`src/timer_pkg.sv`:
```
/*
  timer_pkg: register map, field layout, reset values and shared types for the
  shared counter core of a multi-channel pulse timer.
  assumes: Avalon-MM word slave, 32-bit data, one bus clock at 100 MHz.
*/
// Notes on behaviour
// - one 16-bit counter: free-run, modulo up count, or up/down in center mode
// - modulo limit 0x0000 or 0xffff makes the counter free-running
// - reading the counter never disturbs counting
// - any write to either counter byte clears the counter
// - clock source field bits 4:3 disables or picks one of three sources
// - external pin and fixed system clock are synchronised to bus clock
// - prescale field bits 2:0 divides by 1..128 after synchronisation
// - pin owned by timer ignores port data and direction settings
// - after reset timer disabled, pins general inputs, pullups off
// - up mode: flag bit 7 sets when counter wraps to 0 past modulo
// - center mode: flag sets when counter steps down from modulo
// - clear flag by reading status while set, then writing 0; 1 ignored
// - overflow during clear sequence disarms it so the flag stays set
// - irq enable bit 6 with flag set raises interrupt request
// - center select bit 5 gives up/down count and center PWM on channels
// - reset clears flag, irq enable and center select
// - source codes: 0 off, 1 bus, 2 fixed system, 3 external pin
// - reading either counter byte latches both until the other is read
// - writing a modulo byte inhibits the flag until the other is written
// - reset loads modulo limit with 0x0000
package timer_pkg;
  localparam logic [3:0] addr_status_control = 4'h0;
  localparam logic [3:0] addr_count_high     = 4'h1;
  localparam logic [3:0] addr_count_low      = 4'h2;
  localparam logic [3:0] addr_mod_high       = 4'h3;
  localparam logic [3:0] addr_mod_low        = 4'h4;
  localparam logic [3:0] addr_pin_control    = 4'h5;

  localparam int flag_bit      = 7;
  localparam int irq_en_bit    = 6;
  localparam int center_bit    = 5;
  localparam int src_msb       = 4;
  localparam int src_lsb       = 3;
  localparam int ps_msb        = 2;

  localparam logic [7:0]  status_reset = 8'h00;
  localparam logic [15:0] mod_reset    = 16'h0000;
  localparam logic [15:0] count_reset  = 16'h0000;
  localparam logic [15:0] count_max    = 16'hffff;
  localparam logic [3:0]  pin_reset    = 4'h0;

  typedef enum logic [1:0] {
    src_off   = 2'b00,
    src_bus   = 2'b01,
    src_fixed = 2'b10,
    src_pin   = 2'b11
  } clock_source_e;

  // settings that channels read from the core
  typedef struct packed {
    logic [15:0] counter_value;
    logic        center_mode_select;
    logic        counting_down;
  } core_view_s;
endpackage

```
`src/timer_prescaler.sv`:
```
/*
  timer_prescaler: picks the count source, synchronises slow sources and
  divides the result into one-cycle count ticks.
  assumes: fixed_system_clock and ext_timer_clock_pin are asynchronous levels.
*/
`timescale 1ns/1ps
`default_nettype none
module timer_prescaler (
  // clock and reset
  input  wire logic       clock,
  input  wire logic       reset,
  // settings
  input  wire logic [1:0] clock_source_select,
  input  wire logic [2:0] prescale_select,
  input  wire logic       restart,
  // raw sources
  input  wire logic       fixed_system_clock,
  input  wire logic       ext_timer_clock_pin,
  // output
  output logic            tick
);
  logic [1:0] fix_sync_r;
  logic [1:0] pin_sync_r;
  logic       fix_last_r;
  logic       pin_last_r;
  logic [6:0] div_r;
  logic       src_pulse;
  logic [6:0] div_mask;

  // two flops each, then a separate edge flop
  always_ff @(posedge clock or posedge reset) begin
    if (reset) begin
      fix_sync_r <= 2'h0;
      pin_sync_r <= 2'h0;
      fix_last_r <= 1'b0;
      pin_last_r <= 1'b0;
    end else begin
      fix_sync_r <= {fix_sync_r[0], fixed_system_clock};
      pin_sync_r <= {pin_sync_r[0], ext_timer_clock_pin};
      fix_last_r <= fix_sync_r[1];
      pin_last_r <= pin_sync_r[1];
    end
  end

  always_comb begin
    case (timer_pkg::clock_source_e'(clock_source_select))
      timer_pkg::src_bus:   src_pulse = 1'b1;
      timer_pkg::src_fixed: src_pulse = fix_sync_r[1] & ~fix_last_r;
      timer_pkg::src_pin:   src_pulse = pin_sync_r[1] & ~pin_last_r;
      default:              src_pulse = 1'b0;
    endcase
  end

  assign div_mask = 7'((8'h01 << prescale_select) - 8'h01);

  always_ff @(posedge clock or posedge reset) begin
    if (reset) begin
      div_r <= 7'h00;
    end else if (restart) begin
      div_r <= 7'h00;
    end else if (src_pulse) begin
      div_r <= (div_r & div_mask) == div_mask ? 7'h00 : div_r + 7'h01;
    end
  end

  assign tick = src_pulse && ((div_r & div_mask) == div_mask);
endmodule
`default_nettype wire

```
`src/timer_counter_core.sv`:
```
/*
  timer_counter_core: 16-bit counter, modulo limit, overflow flag and
  status/control register behind an Avalon-MM slave.
  assumes: one 100 MHz bus clock; byte registers in bits 7:0 of word slots.
*/
// The implementer's own choices: the placing of the registers and the Avalon-MM register port.
`timescale 1ns/1ps
`default_nettype none
module timer_counter_core (
  // clock and reset
  input  wire logic             clock,
  input  wire logic             reset,
  // avalon-mm slave
  input  wire logic [3:0]       address,
  input  wire logic             read,
  input  wire logic             write,
  input  wire logic [3:0]       byteenable,
  input  wire logic [31:0]      writedata,
  output logic [31:0]           readdata,
  output logic                  waitrequest,
  // clock sources
  input  wire logic             fixed_system_clock,
  input  wire logic             ext_timer_clock_pin,
  // channel and pin side
  input  wire logic [3:0]       channel_needs_pin,
  output timer_pkg::core_view_s core_view,
  output logic [3:0]            pin_owned_by_timer,
  output logic [3:0]            pullup_enable,
  // interrupt request
  output logic                  overflow_irq
);
  logic [7:0]  sc_r;
  logic [15:0] count_r;
  logic        down_r;
  logic [15:0] mod_r;
  logic [7:0]  mod_hold_r;
  logic        mod_half_r;
  logic [15:0] latch_r;
  logic        latch_high_r;
  logic        latch_low_r;
  logic        armed_r;
  logic [3:0]  pullup_r;
  logic        ack_r;
  logic [31:0] readdata_r;
  logic        tick;
  logic        rd_go;
  logic        wr_go;
  logic        lane0;
  logic        overflow;
  logic        free_run;
  logic        wr_sc;
  logic        wr_cnt;
  logic [15:0] count_nxt;
  logic        down_nxt;

  function automatic logic hit(input logic [3:0] a, input logic [3:0] b);
    hit = (a == b);
  endfunction

  // every access answers one cycle after it starts
  assign rd_go       = read & ~ack_r;
  assign wr_go       = write & ~ack_r;
  assign waitrequest = (read | write) & ~ack_r;
  assign lane0       = byteenable[0];
  assign wr_sc       = wr_go & lane0 & hit(address, timer_pkg::addr_status_control);
  assign wr_cnt      = wr_go & lane0 & (hit(address, timer_pkg::addr_count_high) |
                                        hit(address, timer_pkg::addr_count_low));

  always_ff @(posedge clock or posedge reset) begin
    if (reset) begin
      ack_r <= 1'b0;
    end else begin
      ack_r <= (rd_go | wr_go);
    end
  end

  timer_prescaler prescaler (
    .clock               (clock),
    .reset               (reset),
    .clock_source_select (sc_r[timer_pkg::src_msb:timer_pkg::src_lsb]),
    .prescale_select     (sc_r[timer_pkg::ps_msb:0]),
    .restart             (wr_cnt),
    .fixed_system_clock  (fixed_system_clock),
    .ext_timer_clock_pin (ext_timer_clock_pin),
    .tick                (tick)
  );

  assign free_run = (mod_r == timer_pkg::mod_reset) || (mod_r == timer_pkg::count_max);

  // next count and overflow event
  always_comb begin
    count_nxt = count_r;
    down_nxt  = down_r;
    overflow  = 1'b0;
    if (tick) begin
      if (sc_r[timer_pkg::center_bit]) begin
        if (down_r) begin
          if (count_r <= 16'h0001) begin
            count_nxt = count_r == 16'h0000 ? 16'h0001 : 16'h0000;
            down_nxt  = count_r == 16'h0000 ? 1'b0 : 1'b1;
            if (count_r == 16'h0000) begin
              count_nxt = 16'h0001;
            end
            if (count_r == 16'h0001) begin
              down_nxt = 1'b0;
            end
          end else begin
            count_nxt = count_r - 16'h0001;
          end
        end else if (!free_run && count_r >= mod_r) begin
          count_nxt = count_r - 16'h0001;
          down_nxt  = 1'b1;
          overflow  = 1'b1;
        end else begin
          count_nxt = count_r + 16'h0001;
          overflow  = count_r == timer_pkg::count_max;
        end
      end else begin
        down_nxt = 1'b0;
        if (!free_run && count_r >= mod_r) begin
          count_nxt = timer_pkg::count_reset;
          overflow  = 1'b1;
        end else begin
          count_nxt = count_r + 16'h0001;
          overflow  = count_r == timer_pkg::count_max;
        end
      end
    end
  end

  // counter; reads leave it alone
  always_ff @(posedge clock or posedge reset) begin
    if (reset) begin
      count_r <= timer_pkg::count_reset;
      down_r  <= 1'b0;
    end else if (wr_cnt) begin
      count_r <= timer_pkg::count_reset;
      down_r  <= 1'b0;
    end else begin
      count_r <= count_nxt;
      down_r  <= down_nxt;
    end
  end

  // modulo limit, written a byte at a time
  always_ff @(posedge clock or posedge reset) begin
    if (reset) begin
      mod_r      <= timer_pkg::mod_reset;
      mod_hold_r <= 8'h00;
      mod_half_r <= 1'b0;
    end else if (wr_go && lane0 && hit(address, timer_pkg::addr_mod_high)) begin
      mod_hold_r <= writedata[7:0];
      if (mod_half_r) begin
        mod_r      <= {writedata[7:0], mod_hold_r};
        mod_half_r <= 1'b0;
      end else begin
        mod_half_r <= 1'b1;
      end
    end else if (wr_go && lane0 && hit(address, timer_pkg::addr_mod_low)) begin
      mod_hold_r <= writedata[7:0];
      if (mod_half_r) begin
        mod_r      <= {mod_hold_r, writedata[7:0]};
        mod_half_r <= 1'b0;
      end else begin
        mod_half_r <= 1'b1;
      end
    end
  end

  // coherent counter read latch
  always_ff @(posedge clock or posedge reset) begin
    if (reset) begin
      latch_r      <= timer_pkg::count_reset;
      latch_high_r <= 1'b0;
      latch_low_r  <= 1'b0;
    end else if (wr_cnt || wr_sc) begin
      latch_high_r <= 1'b0;
      latch_low_r  <= 1'b0;
    end else if (rd_go && hit(address, timer_pkg::addr_count_high)) begin
      if (latch_low_r) begin
        latch_low_r <= 1'b0;
      end else if (!latch_high_r) begin
        latch_r      <= count_r;
        latch_high_r <= 1'b1;
      end
    end else if (rd_go && hit(address, timer_pkg::addr_count_low)) begin
      if (latch_high_r) begin
        latch_high_r <= 1'b0;
      end else if (!latch_low_r) begin
        latch_r     <= count_r;
        latch_low_r <= 1'b1;
      end
    end
  end

  // status/control; flag set wins over clear
  always_ff @(posedge clock or posedge reset) begin
    if (reset) begin
      sc_r    <= timer_pkg::status_reset;
      armed_r <= 1'b0;
    end else begin
      if (rd_go && hit(address, timer_pkg::addr_status_control)) begin
        armed_r <= sc_r[timer_pkg::flag_bit];
      end
      if (wr_sc) begin
        sc_r[6:0] <= writedata[6:0];
        armed_r   <= 1'b0;
        if (armed_r && !writedata[timer_pkg::flag_bit]) begin
          sc_r[timer_pkg::flag_bit] <= 1'b0;
        end
      end
      if (overflow && !mod_half_r) begin
        sc_r[timer_pkg::flag_bit] <= 1'b1;
        armed_r                   <= 1'b0;
      end
    end
  end

  // pullup control for timer inputs
  always_ff @(posedge clock or posedge reset) begin
    if (reset) begin
      pullup_r <= timer_pkg::pin_reset;
    end else if (wr_go && lane0 && hit(address, timer_pkg::addr_pin_control)) begin
      pullup_r <= writedata[3:0];
    end
  end

  // read data, registered
  always_ff @(posedge clock or posedge reset) begin
    if (reset) begin
      readdata_r <= 32'h00000000;
    end else if (rd_go) begin
      case (address)
        timer_pkg::addr_status_control: readdata_r <= {24'h000000, sc_r};
        timer_pkg::addr_count_high:
          readdata_r <= {24'h000000, (latch_high_r | latch_low_r) ? latch_r[15:8] : count_r[15:8]};
        timer_pkg::addr_count_low:
          readdata_r <= {24'h000000, (latch_high_r | latch_low_r) ? latch_r[7:0] : count_r[7:0]};
        timer_pkg::addr_mod_high:       readdata_r <= {24'h000000, mod_r[15:8]};
        timer_pkg::addr_mod_low:        readdata_r <= {24'h000000, mod_r[7:0]};
        timer_pkg::addr_pin_control:    readdata_r <= {28'h0000000, pullup_r};
        default:                        readdata_r <= 32'h00000000;
      endcase
    end
  end

  assign readdata = readdata_r;

  assign overflow_irq = sc_r[timer_pkg::flag_bit] & sc_r[timer_pkg::irq_en_bit];

  // channels need the pin and the timer runs: port controls are overridden
  assign pin_owned_by_timer = (sc_r[timer_pkg::src_msb:timer_pkg::src_lsb] != 2'b00)
                              ? channel_needs_pin : 4'h0;
  assign pullup_enable = pullup_r;

  assign core_view.counter_value      = count_r;
  assign core_view.center_mode_select = sc_r[timer_pkg::center_bit];
  assign core_view.counting_down      = down_r;
endmodule
`default_nettype wire

```
`config.mk`:
```
export PLATFORM = sky130hd
export DESIGN_NAME = timer_counter_core
export DESIGN_NICKNAME = d
export VERILOG_FILES = /design/src/timer_pkg.sv /design/src/timer_prescaler.sv /design/src/timer_counter_core.sv
export SDC_FILE = /design/constraint.sdc
export NUM_CORES = 1
export LEC_CHECK = 0
export BUFFER_PORTS_ARGS = -buffer_cell sky130_fd_sc_hd__buf_2
export CORE_UTILIZATION = 50
export CTS_CLUSTER_DIAMETER = 60
export DETAILED_ROUTE_END_ITERATION = 7
export GPL_TIMING_DRIVEN = 0
export PLACE_DENSITY = 0.73
export SLEW_MARGIN = 30
export SYNTH_ARGS = -nofsm -noshare
export SYNTH_HDL_FRONTEND = slang
export SYNTH_HIERARCHICAL = 1
export SYNTH_SLANG_ARGS = --single-unit
```
`constraint.sdc`:
```
create_clock -name clock -period 3.45 [get_ports clock]
set_clock_uncertainty 0.2 [all_clocks]
set_input_delay 0.5175 -clock clock [delete_from_list [all_inputs] [get_ports clock]]
set_output_delay 0.5175 -clock clock [all_outputs]
set_load 0.01 [all_outputs]
```
==> results of run 1 <==
[per-layer routing]
metal / share of wire / vias to the layer above
met3: 0.088 / 66
met5: 0 / -
met1: 0.41 / 2835
met2: 0.47 / 306
met4: 0.036 / 0
li1: - / 2693
[worst paths after layout]
path	from	end	slack, ns
setup / recovery	sc_r[2]	count_r[2]	0.13
min in group asynchronous	reset	latch_r[0]	0.54
hold reg to reg	prescaler/fix_sync_r[0]	prescaler/fix_sync_r[1]	0.16
max in group asynchronous	reset	sc_r[1]	1.96
hold / removal	fixed_system_clock	prescaler/fix_sync_r[0]	0.07
setup reg to reg	sc_r[2]	count_r[2]	0.13
[cells by family after synthesis]
kind of cell,Yosys count
mux,60
simple gates,237
xor+xnor,7
buf+inv,99
compound gates,174
fa+ha+maj,22
flops,95
other cells,1
[registers in the layout, summed over array words and instances, names as in the netlist, 2 cells and up]
| signal | cells |
|---|---|
| latch_r | 16 |
| prescaler/pin_sync_r | 2 |
| mod_r | 16 |
| count_r | 16 |
| readdata | 8 |
| pullup_enable | 4 |
| prescaler/fix_sync_r | 2 |
| prescaler/div_r | 7 |
| mod_hold_r | 8 |
| sc_r | 8 |
[metrics by stage]
| step | TNS [ns] | power [mW] |
|---|---|---|
| final | 0 | 5.28 |
| after floorplan | 0 | 3.34 |
| after detailed placement | -1.26 | 4.10 |
| after global routing | 0 | 5.58 |
| after CTS | 0 | 5.17 |
| after global placement | -28.58 | 4.04 |
[power breakdown]
group / internal, mW / leakage [nW] / switching, mW / total (mW)
registers: 1.35 / 1.25 / 0.410 / 1.76
logic: 0.941 / 1.83 / 1.53 / 2.47
clock network: 0.586 / 0.149 / 0.466 / 1.05
[cell usage in the layout, fill, tap and decap left out, types with 8 or more instances in the layout]
cell,instances
a21oi_1,18
and3_1,9
buf_2,64
buf_4,28
clkbuf_1,22
clkbuf_16,9
conb_1,24
dfrtp_1,92
ha_1,22
inv_1,34
mux2_2,28
mux2i_1,32
nand2_1,79
nand2b_1,8
nand3_1,21
nand4_1,10
nor2_1,40
nor3_1,14
nor4_1,12
o21ai_0,59
o22ai_1,14
[area by class of cell]
cell class	count	area [um2]	share of cell area
multi-input cells	524	3520	0.487
flip-flops and latches	95	2380	0.329
plain buffers	63	357	0.0493
repair buffers	59	318	0.0439
clock buffers	10	239	0.0330
well taps	168	210	0.0291
inverters	36	140	0.0194
clock inverters	6	68.8	0.00951
[repair_timing]
action / in CTS / in global routing
buffers inserted: 1 / 0
setup endpoints to repair: 12 / 14
hold buffers: 1 / 0
pin swaps: 1 / 0
gates resized for setup: 1 / 8
hold endpoints to repair: 33 / 0
==> reports/metrics.yaml, run 1 <==
powerDensity_mw_per_mm2: 730
timing.hold.ws_ns: 0.0674
finalHoldViolations: 0
cts-root-buf: "clkbuf_16"
end_kind: "register"
post-route-util: 0.597
ctsLongestPathBuffers: 2
ant_nets: 0
dp.cells: 943
synth-xor-area-share: 0.00978
synth_area_leaders: "dfrtp_1 38%, mux2i_1 5.1%, mux2_2 5.0%, nand2_1 4.7%, o21ai_0 4.7%"
cp_top_family: "simple AND/OR/NAND/NOR gates"
whs_path_depth: 1
viasPerCell: 6.14
met2_usage: 0.457
setup_violations: 0
finalCriticalPeriod_ns: 3.32
antenna_found_initial: 0
ir_drop_mv: 0.361
synth-seq-cells: 95
synth_top_family_by_area: "simple AND/OR/NAND/NOR gates"
fp.dieW_um: 114
fillers: 1057
status: "completed"
synthSimpleGateAreaFrac: 0.194
min_path_type: "in2reg"
htree_levels: 3
grt_max_degree: 43
clk_pin_slew_ns: 0.07
dr.pass1.iters: 6
slowest_stage: "or3_2"
nets: 860
grt.busiest_layer: "met2"
pin_count: 110
grt_pass1_wl_um: 28700
post-dp-hpwl_um: 13400
drv_slew: 0
start_util: 0.518
drc: 0
synth_common_cells: "95 x dfrtp_1, 79 x nand2_1, 59 x o21ai_0"
synth_edf_count: 0
die_area_mm2: 0.0130
routedWlPerCell_um: 19.2
synth_area_per_cell_um2: 9.02
worst_slew_pin_slew_ns: 0.663
cts_buffers: 9
core_region_area_mm2: 0.0121
max_freq_mhz: 301
cts_tree: "built"
cp.buffers_inverters: 1
gr-usage-met1: 0.379
drive_gt1_frac: 0.207
cpPeakStageDelay_ns: 0.49
grt_overflow: 0
synth_fa_ha_area_frac: 0.0439
grt_pass1_vias: 5482
setup_ws_ns: 0.126
syn-cell-area_mm2: 0.00627
cts.sinks: 95
fin_crit_sh: 0.963
synth_ff_type: "dfrtp_1"
p_leak_nw: 3.22
crit_cells: 10
port_buffers: 56
yosysTopAreaCell: "dfrtp_1"
synth-compound-area-share: 0.193
worstPathCellList: "or3_2, ha_1, nand2b_1, nor3b_1, o22ai_2, nor4_4, buf_6, nand2_1, o41ai_1, a32o_1"
max_cap_violations: 0
routabilityCongestion: 0.917
ys_seq_area_frac: 0.379
async_reset_ff_frac: 1.00
rsz0062_at_grt: "false"
dpl_cell_area_mm2: 0.00687
fin_cells: 961
synth_cell_types: 73
area_growth_syn_to_layout_pct: 15.4
worstSetupPathType: "reg2reg"
clk_latency_ns: 0.36
antennaDiodeCount: 0
start_kind: "register"
synth.most_common_cell: "dfrtp_1"
grt_usage: 0.289
yosysWarningCount: 6
routed_wl_um: 18400
synthCells: 695
dr.first_iter.drc_count: 546
dieHeight_um: 114
slew_headroom: 0.558
path_max_fanout: 10
finish.instance_area_mm2: 0.00723
reg2regPathDepth: 10
pre_cts_slack_ns: -0.223
grt_util_met3: 0.0595
num_vias: 5900
worst-endpoint-required_ns: 3.55
yosysTopAreaCellShare: 0.379
arrival_ns: 3.43
rows: 40
synth_mux_area_frac: 0.101
No activity file was read; power rests on OpenSTA's default activity.
==> inputs of run 2 (changes only) <==
--- a/config.mk
+++ b/config.mk
@@ -10,7 +10,9 @@
 export CTS_CLUSTER_DIAMETER = 60
 export DETAILED_ROUTE_END_ITERATION = 7
 export GPL_TIMING_DRIVEN = 0
+export HOLD_SLACK_MARGIN = 0.05
 export PLACE_DENSITY = 0.73
+export RECOVER_POWER = 25
 export SLEW_MARGIN = 30
 export SYNTH_ARGS = -nofsm -noshare
 export SYNTH_HDL_FRONTEND = slang
==> run 2 against run 1 <==
  * The run now ends with capacitance limit, slew limit left
  * First-iteration DRC count stayed put
  * Register-to-register slack about the same
  * Clock power hardly changed
  * Cell count unchanged
  * Wire length barely moved
  * Global-route usage is the same
  * Hold slack improved by 0.0018 ns
  * Critical endpoint unchanged
==> reports/metrics.yaml, run 2 (same netlist as run 1, synthesis figures left out) <==
post-dp-hpwl_um: 13400  # unchanged
htree_levels: 3  # unchanged
end_kind: "register"
status: "finished, violations left"
cts_tree: "built"
antenna_found_initial: 0  # unchanged
cts_buffers: 9  # unchanged
violations: "capacitance limit, slew limit"
path_max_fanout: 10  # unchanged
grt_max_degree: 43  # unchanged
p_clk_frac: 0.198  # about the same
dp.cells: 943  # unchanged
worst-endpoint-required_ns: 3.55  # about the same
finalHoldViolations: 0  # unchanged
dieHeight_um: 114  # unchanged
area_growth_syn_to_layout_pct: 15.3  # about the same
routabilityCongestion: 0.917  # unchanged
final_common_cell: "dfrtp_1"
nets: 860  # unchanged
fin_cells: 961  # unchanged
setup_ws_ns: 0.119  # -0.00699 ns
fin_crit_sh: 0.966  # +0.00202
powerDensity_mw_per_mm2: 731  # about the same
post-route-util: 0.597  # about the same
antennaDiodeCount: 0  # unchanged
grt_pass1_vias: 5482  # unchanged
clk_latency_ns: 0.36  # about the same
ctsLongestPathBuffers: 2  # unchanged
arrival_ns: 3.43  # about the same
dr.pass1.iters: 6  # unchanged
rows: 40  # unchanged
ir_drop_mv: 0.361  # about the same
max_freq_mhz: 300  # -0.21%
routedWlPerCell_um: 19.2  # about the same
fp.dieW_um: 114  # unchanged
pre_cts_slack_ns: -0.223  # unchanged
drc: 0  # unchanged
final_cell_mix: "92 x dfrtp_1, 79 x nand2_1, 63 x buf_2"
max_cap_violations: 1  # +1
die_area_mm2: 0.0130  # unchanged
rsz0062_at_grt: "false"
core_region_area_mm2: 0.0121  # unchanged
grt_usage: 0.289  # unchanged
num_vias: 5913  # +0.22%
pin_count: 110  # unchanged
p_sw_mw: 2.40  # -0.12%
fin_tns_setup_ns: 0  # unchanged
finalCriticalPeriod_ns: 3.33  # +0.00699 ns
port_buffers: 56  # unchanged
drv_slew: 41  # +41
top_regs: "count_r x16, latch_r x16, mod_r x16"
worst_slew_pin_slew_ns: 1.92  # +1.26 ns
start_kind: "register"
clk_pin_slew_ns: 0.07  # about the same
drive_gt1_frac: 0.206  # -0.00126
grt_overflow: 0  # unchanged
combPwrFrac: 0.468  # about the same
slew_headroom: -0.286  # -0.844
min_path_type: "in2reg"
grt_pass1_wl_um: 28700  # unchanged
p_leak_nw: 3.22  # -0.22%
p_int_mw: 2.88  # about the same
routed_wl_um: 18400  # about the same
start_util: 0.518  # unchanged
cts.sinks: 95  # unchanged
p_sw_frac: 0.455  # about the same
viasPerCell: 6.15  # +0.22%
seqPwrFrac: 0.334  # about the same
setup_violations: 0  # unchanged
worstSetupPathType: "reg2reg"
dr.first_iter.drc_count: 546  # unchanged
cts-root-buf: "clkbuf_16"
ant_nets: 0  # unchanged
==> run 2: cell types whose count changed in the layout (fill, tap and decap cells not counted) <==
cell / before / now
inv_6: 2 / 1
clkinvlp_2: 0 / 1
clkbuf_1: 22 / 23
buf_2: 64 / 63
==> run 2: repair_timing <==
item,4_1_cts,5_1_grt
endpoints found under the hold margin,53,0
cloned,0,0
gates resized for setup,1,8
endpoints found under the setup margin,12,14
pin swaps,1,0
buffers inserted,1,0
hold buffers,1,0
==> run 2: worst paths after layout <==
check / start / end / slack, ns / cells past startpoint
setup reg to reg: sc_r[2] / count_r[2] / 0.12 / 10
setup / recovery: sc_r[2] / count_r[2] / 0.12 / 10
min in group asynchronous: reset / prescaler/fix_sync_r[1] / 0.58 / 3
max in group asynchronous: reset / count_r[0] / 1.06 / 3
hold reg to reg: prescaler/fix_sync_r[0] / prescaler/fix_sync_r[1] / 0.16 / 0
hold / removal: fixed_system_clock / prescaler/fix_sync_r[0] / 0.07 / 1
==> run 2: routing by layer <==
metal | share of wire | vias to the layer above | GRT usage
li1 | - | 2692 | -
met1 | 0.41 | 2841 | 0.379
met2 | 0.47 | 324 | 0.457
met3 | 0.091 | 56 | 0.0595
met4 | 0.035 | 0 | 0.141
met5 | 0 | - | 0
==> run 2: critical path, stage by stage, from the launching register on <==
cell and delay, ns:
dfrtp_2 0.47, or3_2 0.49, ha_1 0.28, nand2b_1 0.15, nor3b_1 0.25, o22ai_2 0.15, nor4_4 0.30, buf_6 0.20
nand2_1 0.22, o41ai_1 0.40, a32o_1 0.17
==> run 2: cell type report <==
cell class,count,area (um2)
well taps,168,210
flip-flops and latches,95,2380
plain buffers,63,357
inverters,36,136
clock inverters,6,68.8
repair buffers,59,317
fillers,1058,4880
clock buffers,10,239
multi-input cells,524,3520
==> run 2: power groups by stage <==
stage	combinational [mW]	sequential, mW	clock, mW
floorplan	1.70	1.64	0
global placement	2.29	1.75	0
detailed placement	2.34	1.76	0
CTS	2.36	1.74	1.07
global route	2.69	1.78	1.10
finish	2.47	1.76	1.05
==> run 2: per-stage QoR <==
stage	power [mW]	hold slack [ns]	instance area, um2
6_report	5.28	0.0692	7230
5_1_grt	5.58	0.0630	7230
4_1_cts	5.17	0.0637	7200
3_5_place_dp	4.10	0.146	6870
3_3_place_gp	4.04	0.134	6850
2_1_floorplan	3.34	0.131	6360
==> inputs of run 3 (changes only) <==
--- a/config.mk
+++ b/config.mk
@@ -16,5 +16,4 @@
 export SLEW_MARGIN = 30
 export SYNTH_ARGS = -nofsm -noshare
 export SYNTH_HDL_FRONTEND = slang
-export SYNTH_HIERARCHICAL = 1
 export SYNTH_SLANG_ARGS = --single-unit
==> run 3 against run 2 <==
  * Critical endpoint is now count_r[13]
  * Critical path type unchanged
  * Die area down 4.7%
  * Hold slack lost 0.0059 ns
  * Setup slack got worse by 0.042 ns
  * Via count fell by 2.8%
  * The flow finishes with violations (DRC, capacitance limit, slew limit)
  * Register-to-register slack worse by 0.04 ns
  * Cell count shrank 5.1%
  * Area after synthesis down 4.8%
  * Power decreased by 0.25%
  * Fmax down 1.2%
  * Sequential power is 2% lower
  * Cell area decreased by 1.9%
  * Critical path depth fell by 1
==> reports/metrics.yaml, run 3 <==
finish.instance_area_mm2: 0.00709  # -1.9%
fp.dieW_um: 111  # -2.4%
finalHoldViolations: 0  # unchanged
grt_pass1_wl_um: 27600  # -3.8%
worst_slew_pin_slew_ns: 1.89  # -0.0313 ns
top_regs: "count_r x16, latch_r x16, mod_r x16"
drc: 18  # +18
viasPerCell: 6.30  # +2.4%
dr.pass1.iters: 8  # +2
cts.sinks: 95  # unchanged
fin_crit_sh: 0.978  # +0.0121
die_area_mm2: 0.0124  # -4.7%
start_kind: "register"
synth_edf_count: 0  # unchanged
arrival_ns: 3.46  # +0.03 ns
synth_area_per_cell_um2: 9.02  # about the same
dieHeight_um: 111  # -2.4%
start_util: 0.518  # +0.000805
final_common_cell: "nand2_1"
ctsLongestPathBuffers: 2  # unchanged
synth_area_leaders: "dfrtp_1 40%, nand2_1 6.0%, mux2i_1 5.9%, ha_1 4.6%, mux2_2 4.5%"
cts-root-buf: "clkbuf_16"
seq_area_mm2: 0.00238  # +0.16%
post-dp-hpwl_um: 12400  # -7.3%
ys_seq_area_frac: 0.398  # +0.0190
slowest_stage: "or4_4"
r2r_slack_ns: 0.08  # -0.04 ns
violations: "DRC, capacitance limit, slew limit"
routed_wl_um: 17500  # -5.4%
synth_cell_types: 66  # -9.6%
async_reset_ff_frac: 1.00  # unchanged
worstSetupPathType: "reg2reg"
synth_common_cells: "95 x dfrtp_1, 95 x nand2_1, 40 x o21ai_0"
cpPeakStageDelay_ns: 0.54  # +0.05 ns
yosysTopAreaCell: "dfrtp_1"
setup_violations: 0  # unchanged
rsz0062_at_grt: "false"
antennaDiodeCount: 0  # unchanged
final_cell_mix: "94 x nand2_1, 89 x dfrtp_1, 57 x buf_2"
synth_ff_type: "dfrtp_1"
drv_slew: 49  # +20%
finalCriticalPeriod_ns: 3.37  # +0.0416 ns
ant_nets: 0  # unchanged
clk_pin_slew_ns: 0.08  # about the same
dpl_cell_area_mm2: 0.00657  # -4.4%
drive_gt1_frac: 0.226  # +0.0207
area_growth_syn_to_layout_pct: 18.8
dr.first_iter.drc_count: 609  # +12%
antenna_found_initial: 0  # unchanged
clk_latency_ns: 0.36  # about the same
yosysTopAreaCellShare: 0.398  # +0.0190
routabilityCongestion: 0.961  # +4.8%
cp_top_family: "simple AND/OR/NAND/NOR gates"
slew_headroom: -0.260  # +0.0265
max_freq_mhz: 297  # -1.2%
timing.hold.ws_ns: 0.0633  # -0.00586 ns
cp.buffers_inverters: 0  # -1
p_leak_nw: 3.24  # +0.90%
max_cap_violations: 1  # unchanged
multi_input_area_mm2: 0.00339  # -3.8%
yosysWarningCount: 0  # -6
fillers: 996  # -5.9%
grt_max_degree: 50  # +16%
post-route-util: 0.616  # +0.0188
grt_overflow: 0  # unchanged
powerDensity_mw_per_mm2: 743  # +1.7%
pin_count: 110  # unchanged
worst-endpoint-required_ns: 3.54  # about the same
port_buffers: 58  # +3.6%
min_path_type: "in2reg"
grt_usage: 0.286  # -0.00296
ir_drop_mv: 0.371  # +2.7%
htree_levels: 3  # unchanged
total_power_mw: 5.27  # -0.25%
cts_buffers: 9  # unchanged
grt_pass1_vias: 5215  # -4.9%
syn-cell-area_mm2: 0.00597  # -4.8%
num_vias: 5745  # -2.8%
synthCells: 662  # -4.7%
synth-seq-cells: 95  # unchanged
cpMostUsedCell: "or4_4"
nets: 836  # -2.8%
path_max_fanout: 4  # -6
cts_tree: "built"
core_region_area_mm2: 0.0115  # -4.9%
end_kind: "register"
status: "finished, violations left"
routedWlPerCell_um: 19.1  # -0.27%
rows: 39  # -2.5%
worstPathCellList: "or3_4, ha_4, xor2_2, a2bb2oi_1, o211ai_1, or4_4, or4_4, or4_4, a22oi_2"
run 3: cell types whose count changed after synthesis, sizes merged, moves of 7 or more:
| cell | previous run | this run |
|---|---|---|
| inv | 35 | 27 |
| a21oi | 20 | 27 |
| o21ai | 61 | 41 |
| buf | 40 | 32 |
| clkbuf | 23 | 30 |
| nand2 | 80 | 95 |
| o2111ai | 7 | 0 |
| a222oi | 0 | 8 |
run 3: report_power, final:
part	switching, mW	internal, mW	total [mW]
Clock	0.504	0.515	1.02
Sequential	0.352	1.37	1.72
Combinational	1.53	0.995	2.53
Total	2.39	2.88	5.27
run 3: repair_timing:
action                                  4_1_cts  5_1_grt
hold buffers                                  1        0
endpoints found under the setup margin       18       32
gates cloned                                  0        0
pin swaps                                     6        5
setup buffers                                11        1
endpoints found under the hold margin        48        0
resized for setup                            14       20
run 3: stage by stage:
stage	std cells	worst slack [ns]	TNS, ns
floorplan	685	0.00362	0
global placement	886	-0.866	-81.86
detailed placement	887	-0.708	-7.90
CTS	912	0.00619	0
global route	912	0.00803	0
finish	912	0.0774	0
run 3: path summary, 6_finish.rpt:
path,from,to,cells after the start
min reg2reg,prescaler.fix_sync_r[0],prescaler.fix_sync_r[1],0
max reg2reg,sc_r[1],count_r[13],9
max,sc_r[1],count_r[13],9
max in group asynchronous,reset,sc_r[2],3
min in group asynchronous,reset,mod_half_r,3
min,ext_timer_clock_pin,prescaler.pin_sync_r[0],1
run 3: final cells by class:
cell class                      instances  share of cell area
Buffer                                 58              0.0454
Clock buffer                            9              0.0318
Clock inverter                          7              0.0102
Inverter                               28              0.0148
Multi-Input combinational cell        500               0.478
Sequential cell                        95               0.336
Tap cell                              143              0.0252
Timing Repair Buffer                   72              0.0588
run 3: logic make-up after synthesis:
logic type,synth area share
flip-flops,0.398
AO/OA/AOI/OAI,0.174
other,0.000628
adder cells (fa/ha/maj),0.0461
XOR/XNOR,0.0117
buffers and inverters,0.0740
multiplexers,0.104
AND/OR/NAND/NOR,0.191
run 3: metal layers:
| layer | part of all wire | up-vias | GRT usage |
|---|---|---|---|
| met2 | 0.46 | 312 | 0.444 |
| met5 | 0 | - | 0 |
| met1 | 0.43 | 2807 | 0.404 |
| met3 | 0.086 | 43 | 0.0443 |
| li1 | - | 2583 | - |
| met4 | 0.024 | 0 | 0.107 |
